### src/core/capture_pkg.sv
// Purpose: shared constants for the input capture channel
// Assumes: 32-bit AXI4-Lite register access, one aligned word each
// Notes:   field positions of the control word and the map live here
`default_nettype none
package capture_pkg;
	localparam logic [3:0]  ctrl_offset      = 4'h0;
	localparam logic [3:0]  buffer_offset    = 4'h4;
	localparam logic [15:0] ctrl_reset       = 16'h0000;
	localparam int          idle_stop_bit    = 13;
	localparam int          timebase_bit     = 7;
	localparam int          epi_lsb          = 5;
	localparam int          overflow_bit     = 4;
	localparam int          not_empty_bit    = 3;
	localparam logic [15:0] writable_mask    = 16'h20e7;
	localparam int          fifo_depth       = 4;
	localparam logic [3:0]  div4_last        = 4'h3;
	localparam logic [3:0]  div16_last       = 4'hf;
	localparam logic [1:0]  resp_okay        = 2'b00;
	localparam logic [1:0]  resp_slverr      = 2'b10;

	typedef enum logic [2:0] {
		mode_off     = 3'b000,
		mode_both    = 3'b001,
		mode_fall    = 3'b010,
		mode_rise    = 3'b011,
		mode_div4    = 3'b100,
		mode_div16   = 3'b101,
		mode_unused  = 3'b110,
		mode_wake    = 3'b111
	} capture_mode_e;
endpackage : capture_pkg
`default_nettype wire

### src/core/input_capture_channel.sv
// Purpose: one input capture channel behind an AXI4-Lite slave
// Assumes: timers, interrupt flag and sleep/idle state are outside
// Notes:   control at 0x0, buffer port at 0x4, others SLVERR
//
// Chosen here: the address map and register access over AXI4-Lite.
`default_nettype none
module input_capture_channel (
	input  wire logic        aclk,
	input  wire logic        aresetn,
	input  wire logic [3:0]  s_axi_awaddr,
	input  wire logic        s_axi_awvalid,
	output logic             s_axi_awready,
	input  wire logic [31:0] s_axi_wdata,
	input  wire logic [3:0]  s_axi_wstrb,
	input  wire logic        s_axi_wvalid,
	output logic             s_axi_wready,
	output logic [1:0]       s_axi_bresp,
	output logic             s_axi_bvalid,
	input  wire logic        s_axi_bready,
	input  wire logic [3:0]  s_axi_araddr,
	input  wire logic        s_axi_arvalid,
	output logic             s_axi_arready,
	output logic [31:0]      s_axi_rdata,
	output logic [1:0]       s_axi_rresp,
	output logic             s_axi_rvalid,
	input  wire logic        s_axi_rready,
	input  wire logic        capture_input_pin,
	input  wire logic [15:0] first_timebase_count,
	input  wire logic [15:0] second_timebase_count,
	input  wire logic        cpu_idle,
	input  wire logic        cpu_sleep,
	output logic             capture_irq,
	output logic             wake_request
);
	logic [15:0] ctrl;
	logic        overflow_flag;
	logic [3:0]  prescale;
	logic [1:0]  event_count;
	logic [2:0]  reads_since_ovf;
	logic        aw_held;
	logic [3:0]  aw_addr;
	logic        w_held;
	logic [31:0] w_data;
	logic [3:0]  w_strb;
	logic        irq_pulse;
	logic        wake_pulse;
	logic        rise;
	logic        fall;
	logic [15:0] fifo_head;
	logic [2:0]  fifo_count;

	function automatic logic [15:0] merge_half(input logic [15:0] old,
		input logic [15:0] data, input logic [1:0] strb);
		logic [15:0] r;
		r = old;
		if (strb[0])
			r[7:0] = data[7:0];
		if (strb[1])
			r[15:8] = data[15:8];
		return r;
	endfunction : merge_half

	// mode decoding
	wire [2:0] capture_mode_select = ctrl[2:0];
	wire [1:0] events_per_interrupt = ctrl[capture_pkg::epi_lsb +: 2];
	wire       timebase_select = ctrl[capture_pkg::timebase_bit];
	wire       idle_stop_select = ctrl[capture_pkg::idle_stop_bit];
	wire       disabled = capture_mode_select == capture_pkg::mode_off
		|| capture_mode_select == capture_pkg::mode_unused;
	wire       halted = idle_stop_select && cpu_idle;
	wire       active = !disabled && !halted
		&& capture_mode_select != capture_pkg::mode_wake;
	wire       is_both = capture_mode_select == capture_pkg::mode_both;
	wire       is_div4 = capture_mode_select == capture_pkg::mode_div4;
	wire       is_div16 = capture_mode_select == capture_pkg::mode_div16;
	wire [3:0] prescale_last = is_div4 ? capture_pkg::div4_last
		: capture_pkg::div16_last;

	// capture event selection
	wire edge_event = (is_both && (rise || fall))
		|| (capture_mode_select == capture_pkg::mode_fall && fall)
		|| (capture_mode_select == capture_pkg::mode_rise && rise)
		|| ((is_div4 || is_div16) && rise
			&& prescale == prescale_last);
	wire capture_event = active && edge_event;
	wire [15:0] stamp = timebase_select ? first_timebase_count
		: second_timebase_count;
	wire fifo_full = fifo_count == 3'(capture_pkg::fifo_depth);
	// both-edge mode never reports overflow
	wire overflow_event = capture_event && fifo_full && !is_both;

	// interrupt decision
	wire every_event = is_both || events_per_interrupt == 2'b00;
	wire count_done = event_count == events_per_interrupt;
	wire irq_blocked = (overflow_flag || overflow_event)
		&& !every_event;
	wire next_irq = capture_event && (every_event || count_done)
		&& !irq_blocked;
	wire next_wake = !disabled && rise
		&& capture_mode_select == capture_pkg::mode_wake
		&& (cpu_idle || cpu_sleep);

	// bus decoding
	wire aw_take = s_axi_awvalid && s_axi_awready;
	wire w_take = s_axi_wvalid && s_axi_wready;
	wire wr_go = aw_held && w_held && !s_axi_bvalid;
	wire ar_take = s_axi_arvalid && s_axi_arready;
	wire rd_ctrl = s_axi_araddr == capture_pkg::ctrl_offset;
	wire rd_buf = s_axi_araddr == capture_pkg::buffer_offset;
	wire buffer_pop = ar_take && rd_buf;
	wire wr_ctrl = wr_go && aw_addr == capture_pkg::ctrl_offset;
	wire wr_ok = wr_go && (aw_addr == capture_pkg::ctrl_offset
		|| aw_addr == capture_pkg::buffer_offset);
	wire [15:0] written = merge_half(ctrl, w_data[15:0], w_strb[1:0]);
	wire [15:0] next_ctrl = (ctrl & ~capture_pkg::writable_mask)
		| (written & capture_pkg::writable_mask);
	wire buffer_not_empty_flag = fifo_count != 3'h0;
	wire [15:0] ctrl_view = {ctrl[15:5], overflow_flag,
		buffer_not_empty_flag, ctrl[2:0]};

	assign s_axi_awready = !aw_held;
	assign s_axi_wready = !w_held;
	assign s_axi_arready = !s_axi_rvalid;
	assign capture_irq = irq_pulse;
	assign wake_request = wake_pulse;

	capture_edge_detect u_edge (
		.aclk    (aclk),
		.aresetn (aresetn),
		.pin     (capture_input_pin),
		.rise    (rise),
		.fall    (fall)
	);

	capture_fifo u_fifo (
		.aclk      (aclk),
		.aresetn   (aresetn),
		.flush     (disabled),
		.push      (capture_event),
		.push_data (stamp),
		.pop       (buffer_pop),
		.head      (fifo_head),
		.count     (fifo_count)
	);

	// write channel capture; address and data in either order
	always_ff @(posedge aclk) begin
		if (!aresetn) begin
			aw_held <= 1'b0;
			w_held  <= 1'b0;
			aw_addr <= 4'h0;
			w_data  <= 32'h0;
			w_strb  <= 4'h0;
		end else begin
			if (aw_take) begin
				aw_held <= 1'b1;
				aw_addr <= s_axi_awaddr;
			end else if (wr_go) begin
				aw_held <= 1'b0;
			end
			if (w_take) begin
				w_held <= 1'b1;
				w_data <= s_axi_wdata;
				w_strb <= s_axi_wstrb;
			end else if (wr_go) begin
				w_held <= 1'b0;
			end
		end
	end

	always_ff @(posedge aclk) begin
		if (!aresetn) begin
			s_axi_bvalid <= 1'b0;
			s_axi_bresp  <= capture_pkg::resp_okay;
		end else if (wr_go) begin
			s_axi_bvalid <= 1'b1;
			s_axi_bresp  <= wr_ok ? capture_pkg::resp_okay
				: capture_pkg::resp_slverr;
		end else if (s_axi_bready) begin
			s_axi_bvalid <= 1'b0;
		end
	end

	always_ff @(posedge aclk) begin
		if (!aresetn) begin
			s_axi_rvalid <= 1'b0;
			s_axi_rdata  <= 32'h0;
			s_axi_rresp  <= capture_pkg::resp_okay;
		end else if (ar_take) begin
			s_axi_rvalid <= 1'b1;
			s_axi_rdata  <= rd_ctrl ? {16'h0, ctrl_view}
				: rd_buf ? {16'h0, fifo_head} : 32'h0;
			s_axi_rresp  <= (rd_ctrl || rd_buf) ? capture_pkg::resp_okay
				: capture_pkg::resp_slverr;
		end else if (s_axi_rready) begin
			s_axi_rvalid <= 1'b0;
		end
	end

	always_ff @(posedge aclk) begin
		if (!aresetn) begin
			ctrl <= capture_pkg::ctrl_reset;
		end else if (wr_ctrl) begin
			ctrl <= next_ctrl;
		end
	end

	// overflow: set wins over the fourth-read clear
	always_ff @(posedge aclk) begin
		if (!aresetn || disabled) begin
			overflow_flag   <= 1'b0;
			reads_since_ovf <= 3'h0;
		end else if (overflow_event) begin
			overflow_flag   <= 1'b1;
			reads_since_ovf <= 3'h0;
		end else if (overflow_flag && buffer_pop) begin
			reads_since_ovf <= reads_since_ovf + 3'h1;
			if (reads_since_ovf == 3'h3)
				overflow_flag <= 1'b0;
		end
	end

	// counters restart when disabled so a new mode starts clean
	always_ff @(posedge aclk) begin
		if (!aresetn || disabled) begin
			prescale    <= 4'h0;
			event_count <= 2'h0;
		end else begin
			if (active && (is_div4 || is_div16) && rise)
				prescale <= (prescale == prescale_last) ? 4'h0
					: prescale + 4'h1;
			if (capture_event)
				event_count <= (every_event || count_done) ? 2'h0
					: event_count + 2'h1;
		end
	end

	always_ff @(posedge aclk) begin
		if (!aresetn) begin
			irq_pulse  <= 1'b0;
			wake_pulse <= 1'b0;
		end else begin
			irq_pulse  <= next_irq;
			wake_pulse <= next_wake;
		end
	end

	off_quiet_a: assert property (@(posedge aclk) disable iff (!aresetn)
		disabled |=> !capture_irq && fifo_count == 3'h0)
		else $error("disabled channel still active");
	both_irq_a: assert property (@(posedge aclk) disable iff (!aresetn)
		(is_both && active && (rise || fall)) |=> capture_irq)
		else $error("edge mode missed interrupt");
	fall_only_a: assert property (@(posedge aclk) disable iff (!aresetn)
		(capture_mode_select == capture_pkg::mode_fall && rise && !fall
		&& !buffer_pop) |=> fifo_count == $past(fifo_count))
		else $error("falling mode captured on rise");
	stamp_sel_a: assert property (@(posedge aclk) disable iff (!aresetn)
		(capture_event && fifo_count == 3'h0 && !buffer_pop) |=>
		fifo_head == $past(stamp))
		else $error("wrong time base captured");
	ovf_keep_a: assert property (@(posedge aclk) disable iff (!aresetn)
		(overflow_event && !buffer_pop) |=> overflow_flag
		&& fifo_count == 3'(capture_pkg::fifo_depth))
		else $error("overflow not flagged");
	ovf_block_a: assert property (@(posedge aclk) disable iff (!aresetn)
		(overflow_flag && !every_event) |=> !capture_irq)
		else $error("interrupt during overflow");
	wake_only_a: assert property (@(posedge aclk) disable iff (!aresetn)
		(capture_mode_select == capture_pkg::mode_wake && !buffer_pop)
		|=> fifo_count == $past(fifo_count))
		else $error("wake mode captured");
	reserved_a: assert property (@(posedge aclk) disable iff (!aresetn)
		ctrl[15:14] == 2'h0 && ctrl[12:8] == 5'h0)
		else $error("reserved bits set");
	halt_idle_a: assert property (@(posedge aclk) disable iff (!aresetn)
		halted |-> !capture_event)
		else $error("captured while halted");
	not_empty_a: assert property (@(posedge aclk) disable iff (!aresetn)
		ctrl_view[capture_pkg::not_empty_bit] == (fifo_count != 3'h0))
		else $error("not-empty flag wrong");
	rise_only_a: assert property (@(posedge aclk) disable iff (!aresetn)
		(capture_mode_select == capture_pkg::mode_rise && fall && !rise
		&& !buffer_pop) |=> fifo_count == $past(fifo_count))
		else $error("rising mode captured on fall");
	both_store_a: assert property (@(posedge aclk) disable iff (!aresetn)
		(is_both && active && (rise || fall) && fifo_count == 3'h0
		&& !buffer_pop) |=> fifo_count == 3'h1)
		else $error("edge mode missed capture");
	div_skip_a: assert property (@(posedge aclk) disable iff (!aresetn)
		((is_div4 || is_div16) && rise && prescale != prescale_last
		&& !buffer_pop) |=> fifo_count == $past(fifo_count))
		else $error("prescaled mode captured early");
	irq_count_a: assert property (@(posedge aclk) disable iff (!aresetn)
		(capture_event && !every_event && !count_done) |=> !capture_irq)
		else $error("interrupt before event count");
	irq_bound_a: assert property (@(posedge aclk) disable iff (!aresetn)
		!every_event |-> event_count <= events_per_interrupt)
		else $error("event counter past its limit");
	ovf_clear_a: assert property (@(posedge aclk) disable iff (!aresetn)
		(overflow_flag && buffer_pop && reads_since_ovf == 3'h3
		&& !overflow_event && !disabled) |=> !overflow_flag)
		else $error("overflow kept after fourth read");
	ovf_hold_a: assert property (@(posedge aclk) disable iff (!aresetn)
		(overflow_flag && !buffer_pop && !disabled) |=> overflow_flag)
		else $error("overflow dropped without read");
	flush_a: assert property (@(posedge aclk) disable iff (!aresetn)
		disabled |=> !overflow_flag)
		else $error("overflow kept while disabled");
	pop_shift_a: assert property (@(posedge aclk) disable iff (!aresetn)
		(buffer_pop && fifo_count != 3'h0 && !capture_event && !disabled)
		|=> fifo_count == $past(fifo_count) - 3'h1)
		else $error("buffer read did not pop");
	wake_mode_a: assert property (@(posedge aclk) disable iff (!aresetn)
		capture_mode_select != capture_pkg::mode_wake |=> !wake_request)
		else $error("wake request outside wake mode");
	rdata_hold_a: assert property (@(posedge aclk) disable iff (!aresetn)
		(s_axi_rvalid && !s_axi_rready) |=> s_axi_rvalid
		&& $stable(s_axi_rdata))
		else $error("read data not held");
endmodule : input_capture_channel
`default_nettype wire

### src/core/capture_edge_detect.sv
// Purpose: synchronise the capture input and flag its edges
// Assumes: input may be asynchronous to aclk
// Notes:   edges come two cycles after the pin changes
`default_nettype none
module capture_edge_detect (
	input  wire logic aclk,
	input  wire logic aresetn,
	input  wire logic pin,
	output logic      rise,
	output logic      fall
);
	logic sync_first;
	logic sync_second;
	logic last;

	always_ff @(posedge aclk) begin
		if (!aresetn) begin
			sync_first  <= 1'b0;
			sync_second <= 1'b0;
			last        <= 1'b0;
		end else begin
			sync_first  <= pin;
			sync_second <= sync_first;
			last        <= sync_second;
		end
	end

	assign rise = sync_second & ~last;
	assign fall = ~sync_second & last;
endmodule : capture_edge_detect
`default_nettype wire

### src/core/capture_fifo.sv
// Purpose: four-entry timestamp store that shifts toward the head
// Assumes: push is dropped when full, pop ignored when empty
// Notes:   head entry always at index 0
`default_nettype none
module capture_fifo (
	input  wire logic        aclk,
	input  wire logic        aresetn,
	input  wire logic        flush,
	input  wire logic        push,
	input  wire logic [15:0] push_data,
	input  wire logic        pop,
	output logic [15:0]      head,
	output logic [2:0]       count
);
	logic [15:0] slot [capture_pkg::fifo_depth];
	logic [2:0]  next_count;
	wire         do_pop  = pop && (count != 3'h0);
	wire         full    = count == 3'(capture_pkg::fifo_depth);
	wire         do_push = push && !full;
	wire  [2:0]  base    = do_pop ? count - 3'h1 : count;

	assign next_count = base + {2'h0, do_push};
	assign head = slot[0];

	always_ff @(posedge aclk) begin
		if (!aresetn || flush) begin
			count <= 3'h0;
		end else begin
			count <= next_count;
		end
	end

	// shift first, then write at the post-pop tail
	always_ff @(posedge aclk) begin
		for (int i = 0; i < capture_pkg::fifo_depth; i++) begin
			if (do_pop && i < capture_pkg::fifo_depth - 1)
				slot[i] <= slot[i+1];
			if (do_push && base == 3'(i))
				slot[i] <= push_data;
		end
	end
endmodule : capture_fifo
`default_nettype wire

### config.mk
export PLATFORM = sky130hd
export DESIGN_NAME = input_capture_channel
export DESIGN_NICKNAME = d
export VERILOG_FILES = /design/src/core/capture_pkg.sv /design/src/core/input_capture_channel.sv /design/src/core/capture_edge_detect.sv /design/src/core/capture_fifo.sv
export SDC_FILE = /design/constraint.sdc
export NUM_CORES = 1
export LEC_CHECK = 0
export ABC_AREA = 1
export BUFFER_PORTS_ARGS = -buffer_cell sky130_fd_sc_hd__buf_4
export CAP_MARGIN = 20
export CORE_UTILIZATION = 40
export CTS_CLUSTER_DIAMETER = 100
export DETAILED_ROUTE_END_ITERATION = 8
export PLACE_DENSITY_LB_ADDON = 0.3
export SLEW_MARGIN = 10
export SYNTH_ARGS = -nofsm -noshare
export SYNTH_HDL_FRONTEND = slang
export SYNTH_SLANG_ARGS = --single-unit
### constraint.sdc
create_clock -name aclk -period 3.35 [get_ports aclk]
set_clock_uncertainty 0.05 [all_clocks]
set_input_delay 0.335 -clock aclk [delete_from_list [all_inputs] [get_ports aclk]]
set_output_delay 0.335 -clock aclk [all_outputs]
set_load 0.01 [all_outputs]
== Word level (Yosys, flattened, before mapping) ==
Memory sizes are Yosys's and may differ from the RTL's.
Index checks and enable logic that the tools add are counted.
Storage, ports and cells
  memories: 1
  register bits after elaboration: 94
  logic and storage cells: 162
  RAM bits: 64
  output and inout port bits: 43
  input bits: 86
Operators by class
  equality and inequality tests: 17
  add/subtract/negate cells: 5
  reductions and logical operators: 73
  bitwise logic cells: 8
  multiplexer cells: 37
Memory list
  u_fifo.slot: depth 4, width 16, read ports 4, clocked after memory_dff 0, write ports 3, line capture_fifo.sv:15  | logic [15:0] slot [capture_pkg::fifo_depth];
Operator list (count)
  $mux W16: 7
  $logic_and A1 B1 Y1: 34
  $mux W1: 21
  $or A16 B14 Y16: 1
  $reduce_or A16 Y1: 1
  $eq A3 B2 Y1 const B: 5
  $eq A3 B3 Y1 const B: 5
  $logic_or A1 B1 Y1: 13
  $reduce_bool A2 Y1: 6
  $logic_not A1 Y1: 11
  $eq A4 B3 Y1 const B: 2
  $logic_not A4 Y1: 2
  $mux W2: 4
  $mux W4: 2
  $mux W8: 1
  $eq A3 B1 Y1 const B: 2
  $logic_not A3 Y1: 2
  $mux W6: 1
  $add A4 B1 Y4 const B: 1
  $eq A4 B4 Y1: 1
  $add A3 B1 Y3: 1
  $add A3 B1 Y3 const B: 1
  $mux W3: 1
  $ne A3 B3 Y1 const B: 1
  other kinds (10): 14

== Longest topological paths before layout ==
  depth after elaboration: 14
  depth in mapped cells: 15

== By module ==
A second synthesis with hierarchy kept.
Unflattened totals
  cell total of the unflattened synthesis: 642
  area, all modules: 5798.1 µm²
Modules (own cells, without submodules)
  capture_fifo: cells an instance 272, area each 2979.1 µm², instances 1
  input_capture_channel: cells an instance 357, area each 2718.9 µm², instances 1
  capture_edge_detect: cells an instance 13, area each 100.1 µm², instances 1

== Least setup slack after synthesis ==
OpenSTA, ideal clock, no wires.
  kind: flip-flop to flip-flop
  from: register u_fifo.count[0]
  to: memory u_fifo.slot[3][0] (netlist: u_fifo.slot[1][16]), enable pin
  setup time: 409 ps
  slack: 624 ps
  cell stages (with the launch flop): 8
  data arrival time: 2267 ps
  period minus slack after synthesis: 2726 ps
  cell sequence: dfxtp_1 -> inv_1 -> ha_1 -> nand2_1 -> nand3_2 -> nand2_2 -> nand4_1 -> nor3_1
RTL lines
  from (decl): line capture_fifo.sv:13  | output logic [2:0] count
  from (signal assigned): line capture_fifo.sv:29  | count <= next_count;
  to (decl): line capture_fifo.sv:15

==> results by group <==
Outcome
  • Status: finished clean

Setup path
  • Critical path type: flop to flop
  • Crit-path slowest cell: nor2_4
  • Worst-path cell chain: inv_1 -> ha_1 -> nand2_1 -> nand3_2 -> nand2_2 -> nand2_2 -> nor2_4 -> nand2_4 -> nand2_1 -> buf_4
  • Critical Path End Type: flop
  • Critical path arrival: 2.74 ns
  • CP peak stage delay: 0.38 ns
  • Worst Path Max Fanout: 17
  • CP required: 3.40 ns
  • Critical path startpoint category: flop

Cells and area
  • Register area: 3120 um^2
  • N_diodes: 0
  • Commonest cells after routing, fill and taps aside: nand2_1, buf_4, nand3_1
  • Most common cell after layout, fill and taps aside: nand2_1
  • Fin area: 7050 um^2
  • Fraction of layout instances using a drive strength above 1: 0.188
  • Fin util: 0.508
  • Multi-input gate area in the final layout: 2210 um^2
  • Final net count: 847
  • FILL cells: 1269
  • Area growth, synth to finish: 23.7%

Floorplanning
  • Core Rows: 43
  • Die area: 14700 um^2
  • Core area: 13900 um^2
  • Io pins: 129
  • Starting Density: 0.410
  • Die X: 121 um
  • Die height: 121 um

Pwr
  • Sequential Power Share: 0.430
  • Switching portion of total power: 0.195
  • Logic pwr share: 0.046
  • PD cells: 535 nW/um^2
  • Clk pwr share: 0.524
  • Leakage: 3.09 nW
  • Int Pwr: 0.00303 W
  • Peak VDD IR: 0.360 mV
  • Switch Pwr: 0.000736 W

Global routing
  • Tot GR Track Use: 0.169
  • Initial antenna violation count: 0
  • Overflow after GRT: 0
  • Largest net degree at the start of global routing: 30
  • Global-route wire length before repair: 19200 um
  • Vias in the first global route: 4193

Route
  • ANT nets after route: 0
  • Via count: 4525
  • Initial drt markers: 256
  • First-pass DRT Iterations: 4
  • Via-per-instance ratio: 4.79
  • Post-DR wirelength/cell: 12.2 um
  • DRT Wirelength: 11600 um
  • Drt drc: 0

STA
  • Min Tclk post-route: 2.69 ns
  • Rel. slew slack: 0.546
  • Final setup vio count: 0
  • Crit share post-route: 0.803
  • Tightest Pin Transition: 0.677 ns
  • Setup TNS Final: 0 ns
  • Fin. max-slew vios: 0
  • RSZ-0062 raised after global routing: false
  • F_max: 0.372 GHz
  • Final Hold Viols: 0

Clock tree
  • Num Clock Sinks: 124
  • Num CTS Buffers: 17
  • Clock Pin Slew Worst Setup and Hold Paths: 0.05 ns
  • H-tree Lvls: 4
  • CTS max path bufs: 2
  • Clk Tree Root Cell: clkbuf_16
  • Worst-Skew Late Latency: 0.40 ns
  • Cts hold-fix bufs: 0
  • CTS resizes: 0
  • CTS tree: built
  • Post-CTS setup buffers: 0

Synth
  • Gate Count Post-Synth: 665
  • Post-synthesis sequential area ratio: 0.548
  • Mapped Avg Cell Area: 8.56 um^2
  • Synthesis-stage register bit count: 124
  • Combinational family with the most area after synthesis: simple AND/OR/NAND/NOR gates
  • Post-Synth Adder-Cell Area: 0.0198
  • Netlist cell types: 32
  • Post-Synth XOR/XNOR Area: 0.00923
  • Post-Synth Simple-Gate Area: 0.291
  • Compound-cell area share of the yosys netlist: 0.0560
  • Ys Warns: 0
  • Multiplexer share of the synthesized area: 0
  • Netlist Area Pre-Place: 5700 um^2

Min path
  • Hold Path Class: input port to flop

Placement
  • Final GP Congestion: 0.788
  • IO buf count: 83
  • Placed instance area: 6400 um^2
  • Dpl hpwl: 8670 um

Job
  • Maxcap violations: 0
power by group through the flow:
| stage | sequential [W] | combinational, W | clock, W |
|---|---|---|---|
| floorplan | 0.00165 | 0.0000982 | 0 |
| CTS | 0.00162 | 0.000175 | 0.00200 |
| global route | 0.00162 | 0.000196 | 0.00207 |
| global placement | 0.00165 | 0.000170 | 0 |
| finish | 0.00162 | 0.000174 | 0.00197 |
| detailed placement | 0.00165 | 0.000173 | 0 |
metal layers:
metal,track usage,wire length (um)
met5,0,0
met4,0.0579,85
met3,0.0489,632
met2,0.287,5710
met1,0.203,5130
critical path: cells and delay by family (launching register included):
kind / cells / cell delay (ns)
buffers and inverters: 2 / 0.33
DFF: 1 / 0.36
and+or+nand+nor: 7 / 1.41
adders and majority gates: 1 / 0.22
registers in the layout (all words and copies together), names as in the netlist, 2 cells and up:
name and cells:
u_fifo.slot 64, s_axi_rdata 16, ctrl 7, w_data 7, aw_addr 4, prescale 4
reads_since_ovf 3, u_fifo.count 3, event_count 2, w_strb 2
final timing paths:
path | start | end | slack (ns) | cells after the start
setup / recovery | u_fifo.count[0]$_SDFF_PP0_ | u_fifo.slot[1][14]$_DFFE_PP_ | 0.66 | 10
hold / removal | capture_input_pin | u_edge.sync_first$_SDFF_PN0_ | 0.07 | 3
setup reg to reg | u_fifo.count[0]$_SDFF_PP0_ | u_fifo.slot[1][14]$_DFFE_PP_ | 0.66 | 10
hold reg to reg | u_edge.sync_first$_SDFF_PN0_ | u_edge.sync_second$_SDFF_PN0_ | 0.36 | 2
area by class of cell:
class / count / share of cell area
clock buffer: 19 / 0.0643
clock inverter: 13 / 0.0277
inverter: 41 / 0.0218
multi-input combinational: 477 / 0.314
sequential: 124 / 0.443
tap: 180 / 0.0320
timing repair buffer: 91 / 0.0969
Yosys cell counts:
cell type,instances,share of area
nand2_1,231,0.15
nand3_1,66,0.058
edfxtp_1,64,0.34
dfxtp_1,60,0.21
nor2_1,54,0.036
inv_1,33,0.022
a21oi_1,26,0.023
o21ai_0,22,0.019
buf_4,21,0.028
a31oi_1,9,0.0099
ha_1,9,0.020
clkbuf_1,8,0.0053
nand4_1,8,0.0088
buf_2,5,0.0044
buf_6,5,0.0099
nor3_1,5,0.0044
clkinv_1,4,0.0026
inv_2,4,0.0026
nand2_2,4,0.0044
nand2_4,4,0.0079
xor2_1,4,0.0062
nor2_2,3,0.0033
nor2_4,3,0.0059
o21a_1,3,0.0040
or2_2,2,0.0022
xnor2_1,2,0.0031
buf_1,1,0.00066
conb_1,1,0.00066
nand3_2,1,0.0018
nand3b_1,1,0.0013
nor2_8,1,0.0035
nor3_2,1,0.0018
per-stage QoR:
step | total power [W] | std cells | hold WS [ns] | worst slack (ns)
after CTS | 0.00380 | 945 | 0.0557 | 0.653
after floorplan | 0.00175 | 682 | 0.340 | 0.624
after global placement | 0.00182 | 913 | 0.356 | 0.736
final | 0.00377 | 945 | 0.0651 | 0.658
after global routing | 0.00389 | 945 | 0.0808 | 0.453
after detailed placement | 0.00182 | 913 | 0.353 | 0.691
cells by family (layout without fill, tap and decap cells):
family | count (synthesis) | count (layout)
compound gates | 60 | 60
xor+xnor | 6 | 6
buf+inv | 81 | 164
fa+ha+maj | 9 | 9
other cells | 1 | 18
simple gates | 384 | 384
flops | 124 | 124
Note: power is estimated with default switching activity, not from simulation.
